`config.mk`:
```
export PLATFORM = sky130hd
export DESIGN_NAME = iobtd_core
export DESIGN_NICKNAME = d
export VERILOG_FILES = /design/src/iobtd_pkg.sv /design/src/iobtd_core.sv /design/src/iobtd_sync.sv
export SDC_FILE = /design/constraint.sdc
export NUM_CORES = 1
export LEC_CHECK = 0
export ABC_AREA = 1
export BUFFER_PORTS_ARGS = -buffer_cell sky130_fd_sc_hd__buf_4
export CORE_UTILIZATION = 59
export CTS_BUF_LIST = sky130_fd_sc_hd__clkbuf_16
export CTS_CLUSTER_SIZE = 28
export DETAILED_ROUTE_END_ITERATION = 10
export GPL_TIMING_DRIVEN = 0
export HOLD_SLACK_MARGIN = 0.12
export PLACE_DENSITY = 0.84
export SYNTH_ARGS = -nofsm -noshare
export SYNTH_HDL_FRONTEND = slang
export SYNTH_SLANG_ARGS = --single-unit
```
`constraint.sdc`:
```
create_clock -name sys_clk -period 5.95 [get_ports sys_clk]
set_clock_uncertainty 0.2 [all_clocks]
set_input_delay 0.595 -clock sys_clk [delete_from_list [all_inputs] [get_ports sys_clk]]
set_output_delay 0.595 -clock sys_clk [all_outputs]
set_load 0.02 [all_outputs]
```
`src/iobtd_pkg.sv`:
```
// Purpose: Shared constants for the I/O bus timing decoder.
// Assumes: One 40 MHz system clock; all pins arrive asynchronously.
// Notes:   Tick tables are indexed by the three-bit timing option code.
package iobtd_pkg;

  // Index of each pin in the synchroniser vector.
  localparam int unsigned SI_PRI   = 0;
  localparam int unsigned SI_CS    = 1;
  localparam int unsigned SI_CPU_N = 2;
  localparam int unsigned SI_ENA   = 3;
  localparam int unsigned SI_CHR_N = 4;
  localparam int unsigned SI_TOPT  = 5;
  localparam int unsigned SI_INSTR = 8;
  localparam int unsigned SI_RPIN  = 13;
  localparam int unsigned SI_CAP   = 14;
  localparam int unsigned SI_GLOB  = 15;
  localparam int unsigned SI_CLKIN = 16;
  localparam int unsigned SI_PREQ  = 17;
  localparam int unsigned SI_BUSY  = 18;
  localparam int unsigned SI_DIR   = 19;
  localparam int unsigned SYNC_W   = 20;

  // Idle levels of the pins, loaded into the synchroniser at reset.
  localparam logic [SYNC_W-1:0] SYNC_INIT = 20'h4_FF14;

  // Transfer function field, instruction bits 5 to 7 after inversion.
  localparam logic [2:0] FN_NIO = 3'h0;
  localparam logic [2:0] FN_IN_A  = 3'h1;
  localparam logic [2:0] FN_OUT_A = 3'h2;
  localparam logic [2:0] FN_IN_B  = 3'h3;
  localparam logic [2:0] FN_OUT_B = 3'h4;
  localparam logic [2:0] FN_IN_C  = 3'h5;
  localparam logic [2:0] FN_OUT_C = 3'h6;
  localparam logic [2:0] FN_SKIP  = 3'h7;

  // Control field, instruction bits 8 and 9 after inversion.
  localparam logic [1:0] CF_NONE  = 2'h0;
  localparam logic [1:0] CF_START = 2'h1;
  localparam logic [1:0] CF_CLEAR = 2'h2;
  localparam logic [1:0] CF_PULSE = 2'h3;

  // Code zero is native timing: one tick per system clock.
  localparam logic [2:0] TOPT_NATIVE = 3'h0;

  // Ticks of setup, strobe and hold for each timing option code.
  localparam logic [3:0] SETUP_TICKS [8] =
    '{4'h1, 4'h1, 4'h1, 4'h2, 4'h2, 4'h2, 4'h3, 4'h3};
  localparam logic [3:0] STROBE_TICKS [8] =
    '{4'h2, 4'h1, 4'h2, 4'h2, 4'h3, 4'h4, 4'h4, 4'h6};
  localparam logic [3:0] HOLD_TICKS [8] =
    '{4'h1, 4'h1, 4'h1, 4'h1, 4'h2, 4'h2, 4'h3, 4'h3};

  typedef enum logic [2:0] {
    ST_IDLE,
    ST_CLAIM,
    ST_SETUP,
    ST_ADDR,
    ST_DATA,
    ST_HOLD,
    ST_WAIT
  } iobtd_state_e;

endpackage : iobtd_pkg

```
`src/iobtd_core.sv`:
```
// Purpose: Decoder and timing generator for programmed I/O and data
//          channel cycles on a peripheral I/O bus.
// Assumes: All pin inputs are asynchronous; one system clock.
// Notes:   Strobe outputs are decoded from registered state.
//
// Notes on behaviour
// - Start an I/O or channel cycle only while priority input is high.
// - Busy, done strobes and control decodes only while chip select high; channel cycles start, drive busy and reach done without it.
// - With response enable low, ignore every programmed I/O cycle.
// - Three-bit timing option code selects strobe timing of cycles.
// - Instruction bits 5 to 9, active low, decoded in address phase.
// - Reset pin pulled low initialises block and asserts peripheral reset.
// - Capacitive reset low drives the system reset pin low.
// - Read-switches, interrupt-on, auto-load and halt keep CPU timing.
// - Global/local select chooses the use of the console/status modes.
// - Data-in A/B/C, interrupt acknowledge, skip strobes pulse low.
// - Data-out A/B/C pulse low, mask-out pulses high on outputs.
// - Peripheral reset low on I/O reset instruction or system reset.
// - Start, clear, pulse outputs go low, decoded and timed.
// - Device select enable goes low to allow device selection.
// - I/O execute output held low throughout a programmed I/O cycle.
// - Others drive busy low; block drives it before and during cycles.
// - Channel execute held low while a channel transfer runs.
// - Channel address strobe pulses low in address transfer time.
// - Channel-in strobe pulses low during transfer into memory.
// - State counter advances on every second rising clock-input edge; with timing code zero it advances every system clock.
// - Channel-out strobe pulses low during transfer to the peripheral.
`timescale 1ns/10ps
`default_nettype none
module iobtd_core (
  input  wire logic       sys_clk,              // System clock, 40 MHz.
  input  wire logic       reset_n,              // Sync reset, active low.
  input  wire logic       clk_in,               // Timing clock pin.
  input  wire logic       cycle_priority_in,    // Priority, high.
  input  wire logic       ctrl_chip_select,     // Chip select, high.
  input  wire logic       cpu_class_select_n,   // Device 77 decode.
  input  wire logic       pio_response_enable,  // I/O enable, high.
  input  wire logic       channel_request_n,    // Channel request.
  input  wire logic [2:0] timing_option_code,   // Timing option.
  input  wire logic [4:0] instr_field_bits,     // Bits 5..9, low.
  input  wire logic       pio_cycle_req,        // CPU I/O address phase.
  input  wire logic       channel_dir_out,      // Channel output mode.
  input  wire logic       global_local_sel,     // Global/local select.
  input  wire logic       cap_reset_in,         // Capacitor reset, low.
  input  wire logic       system_reset_pin_in,  // Reset pin level.
  output logic            system_reset_pin_out, // Reset pin value.
  output logic            system_reset_pin_oe,  // Reset pin drive.
  input  wire logic       shared_bus_busy_in,   // Busy line level.
  output logic            shared_bus_busy_out,  // Busy line value.
  output logic            shared_bus_busy_oe,   // Busy line drive.
  output logic            pio_ready,            // CPU may continue.
  output logic            peripheral_reset_out, // I/O reset, low.
  output logic            data_in_a_strobe,     // Low pulse.
  output logic            data_in_b_strobe,     // Low pulse.
  output logic            data_in_c_strobe,     // Low pulse.
  output logic            int_ack_strobe,       // Low pulse.
  output logic            skip_test_strobe,     // Low pulse.
  output logic            data_out_a_strobe,    // Low pulse.
  output logic            data_out_b_strobe,    // Low pulse.
  output logic            data_out_c_strobe,    // Low pulse.
  output logic            mask_out_strobe,      // High pulse.
  output logic            start_strobe_n,       // Start, low.
  output logic            clear_strobe_n,       // Clear, low.
  output logic            pulse_strobe_n,       // Pulse, low.
  output logic            dev_select_enable,    // Select enable, low.
  output logic            pio_execute_n,        // I/O execute, low.
  output logic            channel_xfer_active,  // Channel exec, low.
  output logic            channel_addr_strobe,  // Address, low.
  output logic            channel_in_strobe,    // Into memory, low.
  output logic            channel_out_strobe    // To peripheral, low.
);

  ////////////////////////////////////////////////////////////////////////
  // Pin synchronisation.

  logic [iobtd_pkg::SYNC_W-1:0] pins;
  logic [iobtd_pkg::SYNC_W-1:0] s;

  assign pins = {channel_dir_out, shared_bus_busy_in, pio_cycle_req,
                 clk_in, global_local_sel, cap_reset_in,
                 system_reset_pin_in, instr_field_bits,
                 timing_option_code, channel_request_n,
                 pio_response_enable, cpu_class_select_n,
                 ctrl_chip_select, cycle_priority_in};

  iobtd_sync #(
    .W    (iobtd_pkg::SYNC_W),
    .INIT (iobtd_pkg::SYNC_INIT)
  ) u_sync (
    .sys_clk  (sys_clk),
    .reset_n  (reset_n),
    .pin_in   (pins),
    .sync_out (s)
  );

  logic       pri_s, cs_s, cpu77_s, ena_s, chreq_s, rpin_s, cap_s;
  logic       glob_s, clkin_s, preq_s, busy_s, dir_s;
  logic [2:0] topt_s;
  logic [4:0] instr_s;

  assign pri_s   = s[iobtd_pkg::SI_PRI];
  assign cs_s    = s[iobtd_pkg::SI_CS];
  assign cpu77_s = ~s[iobtd_pkg::SI_CPU_N];
  assign ena_s   = s[iobtd_pkg::SI_ENA];
  assign chreq_s = ~s[iobtd_pkg::SI_CHR_N];
  assign topt_s  = s[iobtd_pkg::SI_TOPT +: 3];
  assign instr_s = ~s[iobtd_pkg::SI_INSTR +: 5];
  assign rpin_s  = ~s[iobtd_pkg::SI_RPIN];
  assign cap_s   = ~s[iobtd_pkg::SI_CAP];
  assign glob_s  = s[iobtd_pkg::SI_GLOB];
  assign clkin_s = s[iobtd_pkg::SI_CLKIN];
  assign preq_s  = s[iobtd_pkg::SI_PREQ];
  assign busy_s  = ~s[iobtd_pkg::SI_BUSY];
  assign dir_s   = s[iobtd_pkg::SI_DIR];

  ////////////////////////////////////////////////////////////////////////
  // Reset handling. The pin is open drain, so it is only pulled low.

  logic rst_int;

  assign system_reset_pin_out = 1'b0;
  assign system_reset_pin_oe  = cap_s;
  assign rst_int = !reset_n || rpin_s;

  ////////////////////////////////////////////////////////////////////////
  // State counter on the timing clock input.

  logic clkin_d_q;
  logic half_q;
  logic sc_tick;
  logic [2:0] topt_q;

  always_ff @(posedge sys_clk) begin
    if (rst_int) begin
      clkin_d_q <= 1'b0;
      half_q    <= 1'b0;
    end else begin
      clkin_d_q <= clkin_s;
      if (clkin_s && !clkin_d_q) begin
        half_q <= !half_q;
      end
    end
  end

  // Native code ticks every system clock; others use the counter.
  assign sc_tick = (topt_q == iobtd_pkg::TOPT_NATIVE) ||
                   (clkin_s && !clkin_d_q && half_q);

  ////////////////////////////////////////////////////////////////////////
  // Cycle start decision.

  iobtd_pkg::iobtd_state_e state_q;
  logic       is_pio_q;
  logic       dir_q;
  logic [2:0] fn_q;
  logic [1:0] cf_q;
  logic       dev77_q;
  logic [3:0] cnt_q;
  logic       other_busy;
  logic       pio_go;
  logic       dch_go;
  logic       d77;
  logic       keep_timing;

  assign other_busy = busy_s && !shared_bus_busy_oe;
  // Device 77 instructions belong to this block only in global use.
  assign d77 = cpu77_s && glob_s;
  assign pio_go = preq_s && ena_s && cs_s;
  assign dch_go = chreq_s && !preq_s;
  // These CPU-class instructions run at processor speed, unstretched.
  assign keep_timing = d77 &&
    (instr_s[4:2] == iobtd_pkg::FN_IN_A ||
     instr_s[4:2] == iobtd_pkg::FN_OUT_A ||
     instr_s[4:2] == iobtd_pkg::FN_OUT_C ||
     (instr_s[4:2] == iobtd_pkg::FN_NIO &&
      instr_s[1:0] == iobtd_pkg::CF_START));

  ////////////////////////////////////////////////////////////////////////
  // Cycle sequencer.

  logic [3:0] phase_len;

  always_comb begin
    unique case (state_q)
      iobtd_pkg::ST_SETUP: phase_len = iobtd_pkg::SETUP_TICKS[topt_q];
      iobtd_pkg::ST_HOLD:  phase_len = iobtd_pkg::HOLD_TICKS[topt_q];
      default:             phase_len = iobtd_pkg::STROBE_TICKS[topt_q];
    endcase
  end

  logic phase_end;
  assign phase_end = sc_tick && (cnt_q == phase_len - 4'h1);

  always_ff @(posedge sys_clk) begin
    if (rst_int) begin
      state_q <= iobtd_pkg::ST_IDLE;
      cnt_q   <= 4'h0;
    end else begin
      unique case (state_q)
        iobtd_pkg::ST_IDLE: begin
          cnt_q <= 4'h0;
          if (pri_s && !other_busy) begin
            if (pio_go && keep_timing) begin
              state_q <= iobtd_pkg::ST_WAIT;
            end else if (pio_go || dch_go) begin
              state_q <= iobtd_pkg::ST_CLAIM;
            end
          end
        end
        iobtd_pkg::ST_CLAIM: begin
          state_q <= iobtd_pkg::ST_SETUP;
        end
        iobtd_pkg::ST_SETUP, iobtd_pkg::ST_ADDR,
        iobtd_pkg::ST_DATA, iobtd_pkg::ST_HOLD: begin
          if (phase_end) begin
            cnt_q <= 4'h0;
            unique case (state_q)
              iobtd_pkg::ST_SETUP: state_q <= is_pio_q ?
                iobtd_pkg::ST_DATA : iobtd_pkg::ST_ADDR;
              iobtd_pkg::ST_ADDR:  state_q <= iobtd_pkg::ST_DATA;
              iobtd_pkg::ST_DATA:  state_q <= iobtd_pkg::ST_HOLD;
              default:             state_q <= iobtd_pkg::ST_WAIT;
            endcase
          end else if (sc_tick) begin
            cnt_q <= cnt_q + 4'h1;
          end
        end
        iobtd_pkg::ST_WAIT: begin
          // A held request must not start a second cycle.
          if (is_pio_q ? !preq_s : !chreq_s) begin
            state_q <= iobtd_pkg::ST_IDLE;
          end
        end
        default: state_q <= iobtd_pkg::ST_IDLE;
      endcase
    end
  end

  // Cycle attributes are frozen at the start, in the address phase.
  always_ff @(posedge sys_clk) begin
    if (rst_int) begin
      is_pio_q <= 1'b0;
      dir_q    <= 1'b0;
      topt_q   <= iobtd_pkg::TOPT_NATIVE;
      fn_q     <= iobtd_pkg::FN_NIO;
      cf_q     <= iobtd_pkg::CF_NONE;
      dev77_q  <= 1'b0;
    end else if (state_q == iobtd_pkg::ST_IDLE) begin
      is_pio_q <= pio_go;
      dir_q    <= dir_s;
      topt_q   <= topt_s;
      fn_q     <= instr_s[4:2];
      cf_q     <= instr_s[1:0];
      dev77_q  <= d77;
    end
  end

  ////////////////////////////////////////////////////////////////////////
  // Outputs.

  logic active;
  logic pio_str;
  logic dch_str;

  assign active  = state_q inside {iobtd_pkg::ST_CLAIM,
                   iobtd_pkg::ST_SETUP, iobtd_pkg::ST_ADDR,
                   iobtd_pkg::ST_DATA, iobtd_pkg::ST_HOLD};
  assign pio_str = is_pio_q && cs_s && state_q == iobtd_pkg::ST_DATA;
  assign dch_str = !is_pio_q && state_q == iobtd_pkg::ST_DATA;

  assign shared_bus_busy_out = 1'b0;
  assign shared_bus_busy_oe  = active;
  assign pio_ready           = state_q == iobtd_pkg::ST_WAIT;
  assign pio_execute_n       = !(active && is_pio_q);
  assign dev_select_enable   = !(active && is_pio_q &&
                                 state_q != iobtd_pkg::ST_CLAIM);
  assign channel_xfer_active = !(active && !is_pio_q);
  assign channel_addr_strobe = !(state_q == iobtd_pkg::ST_ADDR);
  assign channel_in_strobe   = !(dch_str && !dir_q);
  assign channel_out_strobe  = !(dch_str && dir_q);

  assign data_in_a_strobe  = !(pio_str && !dev77_q &&
                               fn_q == iobtd_pkg::FN_IN_A);
  assign data_in_b_strobe  = !(pio_str && !dev77_q &&
                               fn_q == iobtd_pkg::FN_IN_B);
  assign data_in_c_strobe  = !(pio_str && !dev77_q &&
                               fn_q == iobtd_pkg::FN_IN_C);
  assign int_ack_strobe    = !(pio_str && dev77_q &&
                               fn_q == iobtd_pkg::FN_IN_B);
  assign skip_test_strobe  = !(pio_str &&
                               fn_q == iobtd_pkg::FN_SKIP);
  assign data_out_a_strobe = !(pio_str && !dev77_q &&
                               fn_q == iobtd_pkg::FN_OUT_A);
  assign data_out_b_strobe = !(pio_str && !dev77_q &&
                               fn_q == iobtd_pkg::FN_OUT_B);
  assign data_out_c_strobe = !(pio_str && !dev77_q &&
                               fn_q == iobtd_pkg::FN_OUT_C);
  assign mask_out_strobe   = pio_str && dev77_q &&
                             fn_q == iobtd_pkg::FN_OUT_B;

  assign start_strobe_n = !(pio_str && !dev77_q &&
                            cf_q == iobtd_pkg::CF_START);
  assign clear_strobe_n = !(pio_str && !dev77_q &&
                            cf_q == iobtd_pkg::CF_CLEAR);
  assign pulse_strobe_n = !(pio_str && !dev77_q &&
                            cf_q == iobtd_pkg::CF_PULSE);

  assign peripheral_reset_out = !(rpin_s || cap_s || !reset_n ||
    (pio_str && dev77_q && fn_q == iobtd_pkg::FN_IN_C));
endmodule : iobtd_core
`default_nettype wire

```
`src/iobtd_sync.sv`:
```
// Purpose: Two-flop synchroniser for a vector of asynchronous pins.
// Assumes: Bits are independent levels; no word is crossed here.
// Notes:   Reset loads the idle level so no false request appears.
`timescale 1ns/10ps
`default_nettype none
module iobtd_sync #(
  parameter int unsigned      W    = 1,
  parameter logic [W-1:0]     INIT = '0
) (
  input  wire logic         sys_clk,  // System clock.
  input  wire logic         reset_n,  // Synchronous reset, active low.
  input  wire logic [W-1:0] pin_in,   // Asynchronous pin levels.
  output logic      [W-1:0] sync_out  // Levels after two flops.
);

  logic [W-1:0] meta_q;

  for (genvar i = 0; i < W; i++) begin : g_bit
    always_ff @(posedge sys_clk) begin
      if (!reset_n) begin
        meta_q[i]   <= INIT[i];
        sync_out[i] <= INIT[i];
      end else begin
        meta_q[i]   <= pin_in[i];
        sync_out[i] <= meta_q[i];
      end
    end
  end

endmodule : iobtd_sync
`default_nettype wire
```
==> results.py <==
metrics = {
    "outcome": {
        "status": "completed",
    },
    "global_route": {
        "grt_pass1_vias": 2125,
        "antenna_found_initial": 0,
        "met1_usage": 0.289,
        "gr-total-overflow": 0,
        "use_met3": 0.0850,
        "grt_max_degree": 13,
        "grt_use_total": 0.281,
        "grt_util_met2": 0.490,
        "busiest_layer": "met2",
        "grt_pass1_wl_um": 9210,
    },
    "critical_path": {
        "slowest_stage": "dfxtp_1",
        "crit_buf_inv": 1,
        "endpoint_kind": "primary output",
        "cp_slowest_stage_delay_ps": 470,
        "path_max_fanout": 7,
        "crit_type": "reg2out",
        "cp_common_cell": "nand2_1",
        "critPathRequiredTime_ps": 5160,
        "r2r-end": "cnt_q[2]",
        "crit_chain": "nand2_1 > nor3_1 > nand2_1 > nor4_1 > buf_4",
        "rr_startpoint": "topt_q[1]",
        "critPathArrivalTime_ps": 2160,
        "reg2reg_depth": 16,
        "cp-start-kind": "flip-flop",
        "r2r_setup_slack_ps": 3360,
        "critical_path.top_delay_family": "simple AND/OR/NAND/NOR gates",
    },
    "timing": {
        "rsz0062_at_grt": "no",
        "finalHoldViolCount": 0,
        "period_share": 0.497,
        "timing.slew.headroom": 0.485,
        "period_minus_slack_ps": 2960,
        "setup_tns_ps": 0,
        "setup_viol": 0,
        "drv_slew": 0,
        "tightest_slew_ps": 766,
        "clock.fmax_ghz": 0.338,
    },
    "floorplan": {
        "coreArea_um2": 4090,
        "die_w_um": 67.9,
        "rows": 23,
        "start_util": 0.628,
        "die_h_um": 67.9,
        "ios": 46,
        "dieArea_um2": 4620,
    },
    "pwr": {
        "leakage_nw": 1.74,
        "p_per_area_nw_per_um2": 520,
        "peakVddDrop_v": 0.000428,
        "clock_power_share": 0.347,
        "total_power_mw": 1.71,
        "p_int_mw": 1.08,
        "p_switching_mw": 0.634,
        "seqPwrFrac": 0.293,
        "switching_share": 0.370,
        "p_comb_frac": 0.360,
    },
    "route": {
        "num_vias": 2290,
        "dr.pass1.iters": 5,
        "final_antenna_net_count": 0,
        "avgViaCountPerCell": 5.01,
        "wl_per_cell_um": 12.5,
        "drc": 0,
        "drt_iter0_drc": 120,
        "drt-total-wl_um": 5720,
    },
    "synth": {
        "synth_cell_types": 34,
        "syn_avg_cell_area_um2": 7.37,
        "seq_area_frac_synth": 0.468,
        "synth_ff_type": "dfxtp_1",
        "yosysWarnings": 0,
        "syn_inst": 348,
        "ys_async_sr_fraction": 0,
        "syn_area_um2": 2560,
        "synth_edf_count": 0,
        "synth.ff_latch_count": 60,
    },
    "clock_tree": {
        "cts_tree": "built",
        "clockBufferDepth": 2,
        "h-tree-depth": 3,
        "cts_resized": 0,
        "cts_setup_buffers": 0,
        "worstSkewPairLatency_ps": 330,
        "clock_sinks": 60,
        "cts_buffers": 9,
        "path_clk_slew_ps": 50,
        "holdBufCountCts": 0,
        "clock-root-buffer": "clkbuf_16",
    },
    "final_layout": {
        "final_nets": 431,
        "drive_above_1_share": 0.199,
        "syn_to_final_growth_pct": 28.4,
        "n_antenna_cell": 0,
        "nFillCells": 264,
    },
    "min_path": {
        "worstHoldPathType": "reg2reg",
        "hold_start": "u_sync.meta_q[10]",
        "holdPathStages": 2,
        "min_to": "u_sync.sync_out[10]",
    },
    "flow_run": {
        "cap_violations": 0,
    },
    "place": {
        "hpwl_um": 3560,
        "routabilityCongestion": 0.860,
        "port_buffers": 42,
    },
}
[per-layer routing]
metal	wire length [µm]	vias to the layer above	part of all wire
li1	-	1166	-
met1	2230	1026	0.39
met2	2990	80	0.52
met3	282	18	0.049
met4	220	0	0.038
met5	0	-	0
[registers in the layout (all words and copies together), names as in the netlist, 2 cells and up]
name             count
cf_q                 2
cnt_q                4
fn_q                 3
state_q              3
topt_q               3
u_sync.meta_q       20
u_sync.sync_out     20
[cell families (layout without fill, tap and decap cells)]
kind of cell               Yosys count  after routing  share of synthesized area
buffers and inverters               83            141                      0.125
xor gates and xnor gates             4              4                     0.0137
other                                1              2                    0.00146
and+or+nand+nor                    160            160                      0.284
muxes                                1              1                    0.00390
adders and majority gates            7              7                     0.0341
DFF                                 60             60                      0.468
AOI/OAI and AO/OA                   32             32                     0.0693
[final cells by class]
class	instances	area (µm²)	area share
Clock inverter	7	121	0.0369
Clock buffer	9	225	0.0684
Timing Repair Buffer	42	315	0.0957
Inverter	72	270	0.0821
Tap cell	50	62.6	0.0190
Multi-Input combinational cell	206	1050	0.318
Buffer	11	51.3	0.0156
Sequential cell	60	1200	0.365
[worst max path at each step]
stage,start,end,depth (start not counted)
global route,state_q[0],data_out_b_strobe,5
CTS,state_q[2],mask_out_strobe,5
finish,state_q[2],mask_out_strobe,5
global placement,topt_q[0],cnt_q[0],16
floorplan,state_q[2],dev_select_enable,7
detailed placement,topt_q[0],cnt_q[2],16
[cell usage in the layout (no fill, tap or decap), types with 2 or more instances in the layout]
cell type	n
nand2_1	79
dfxtp_1	60
nand2_2	5
inv_1	68
nor3_1	3
buf_2	2
inv_2	3
o21ai_0	15
buf_4	44
clkbuf_16	9
nand3_1	23
ha_1	7
clkbuf_1	7
a21oi_1	11
nand2_4	3
nor2_1	32
bufinv_16	3
nor2_2	3
nand4_1	6
xor2_1	2
inv_6	2
conb_1	2
xnor2_1	2
[power by group through the flow]
stage	Sequential [mW]	Combinational, mW	Clock, mW
finish	0.501	0.617	0.594
global route	0.506	0.696	0.621
CTS	0.499	0.618	0.598
detailed placement	0.506	0.605	0
global placement	0.503	0.583	0
floorplan	0.495	0.464	0
[worst reg2reg max path: cells and delay by family, from the launching register on]
family	cells	cell delay, ps
XOR/XNOR	1	130
adder cells (fa/ha/maj)	2	580
buffers and inverters	1	120
flip-flops	1	360
AND/OR/NAND/NOR	12	1080
[per-stage QoR]
stage / utilization / instances / worst slack (ps) / cell area [µm²] / hold slack (ps)
2_1_floorplan: - / 349 / 3440 / 2570 / 180
5_1_grt: 0.806 / 457 / 2850 / 3290 / 226
6_report: 0.806 / 457 / 2990 / 3290 / 202
3_5_place_dp: 0.721 / 441 / 3370 / 2950 / 185
3_3_place_gp: 0.721 / 441 / 3420 / 2950 / 181
4_1_cts: 0.806 / 457 / 3050 / 3290 / 204
[cells in the mapped netlist (2+ instances only)]
| cell | n | area [µm²] |
|---|---|---|
| nand2_4 | 3 | 33.8 |
| buf_4 | 2 | 15.0 |
| inv_1 | 68 | 255 |
| o21ai_0 | 15 | 75.1 |
| a21oi_1 | 11 | 55.1 |
| buf_2 | 2 | 10.0 |
| xor2_1 | 2 | 17.5 |
| nand2_1 | 79 | 297 |
| nor3_1 | 3 | 15.0 |
| ha_1 | 7 | 87.6 |
| nand3_1 | 23 | 115 |
| nand4_1 | 6 | 37.5 |
| xnor2_1 | 2 | 17.5 |
| nand2_2 | 5 | 31.3 |
| dfxtp_1 | 60 | 1200 |
| inv_2 | 3 | 11.3 |
| nor2_2 | 3 | 18.8 |
| nor2_1 | 32 | 120 |
| clkbuf_1 | 7 | 26.3 |
(Power assumes the default switching activity.)
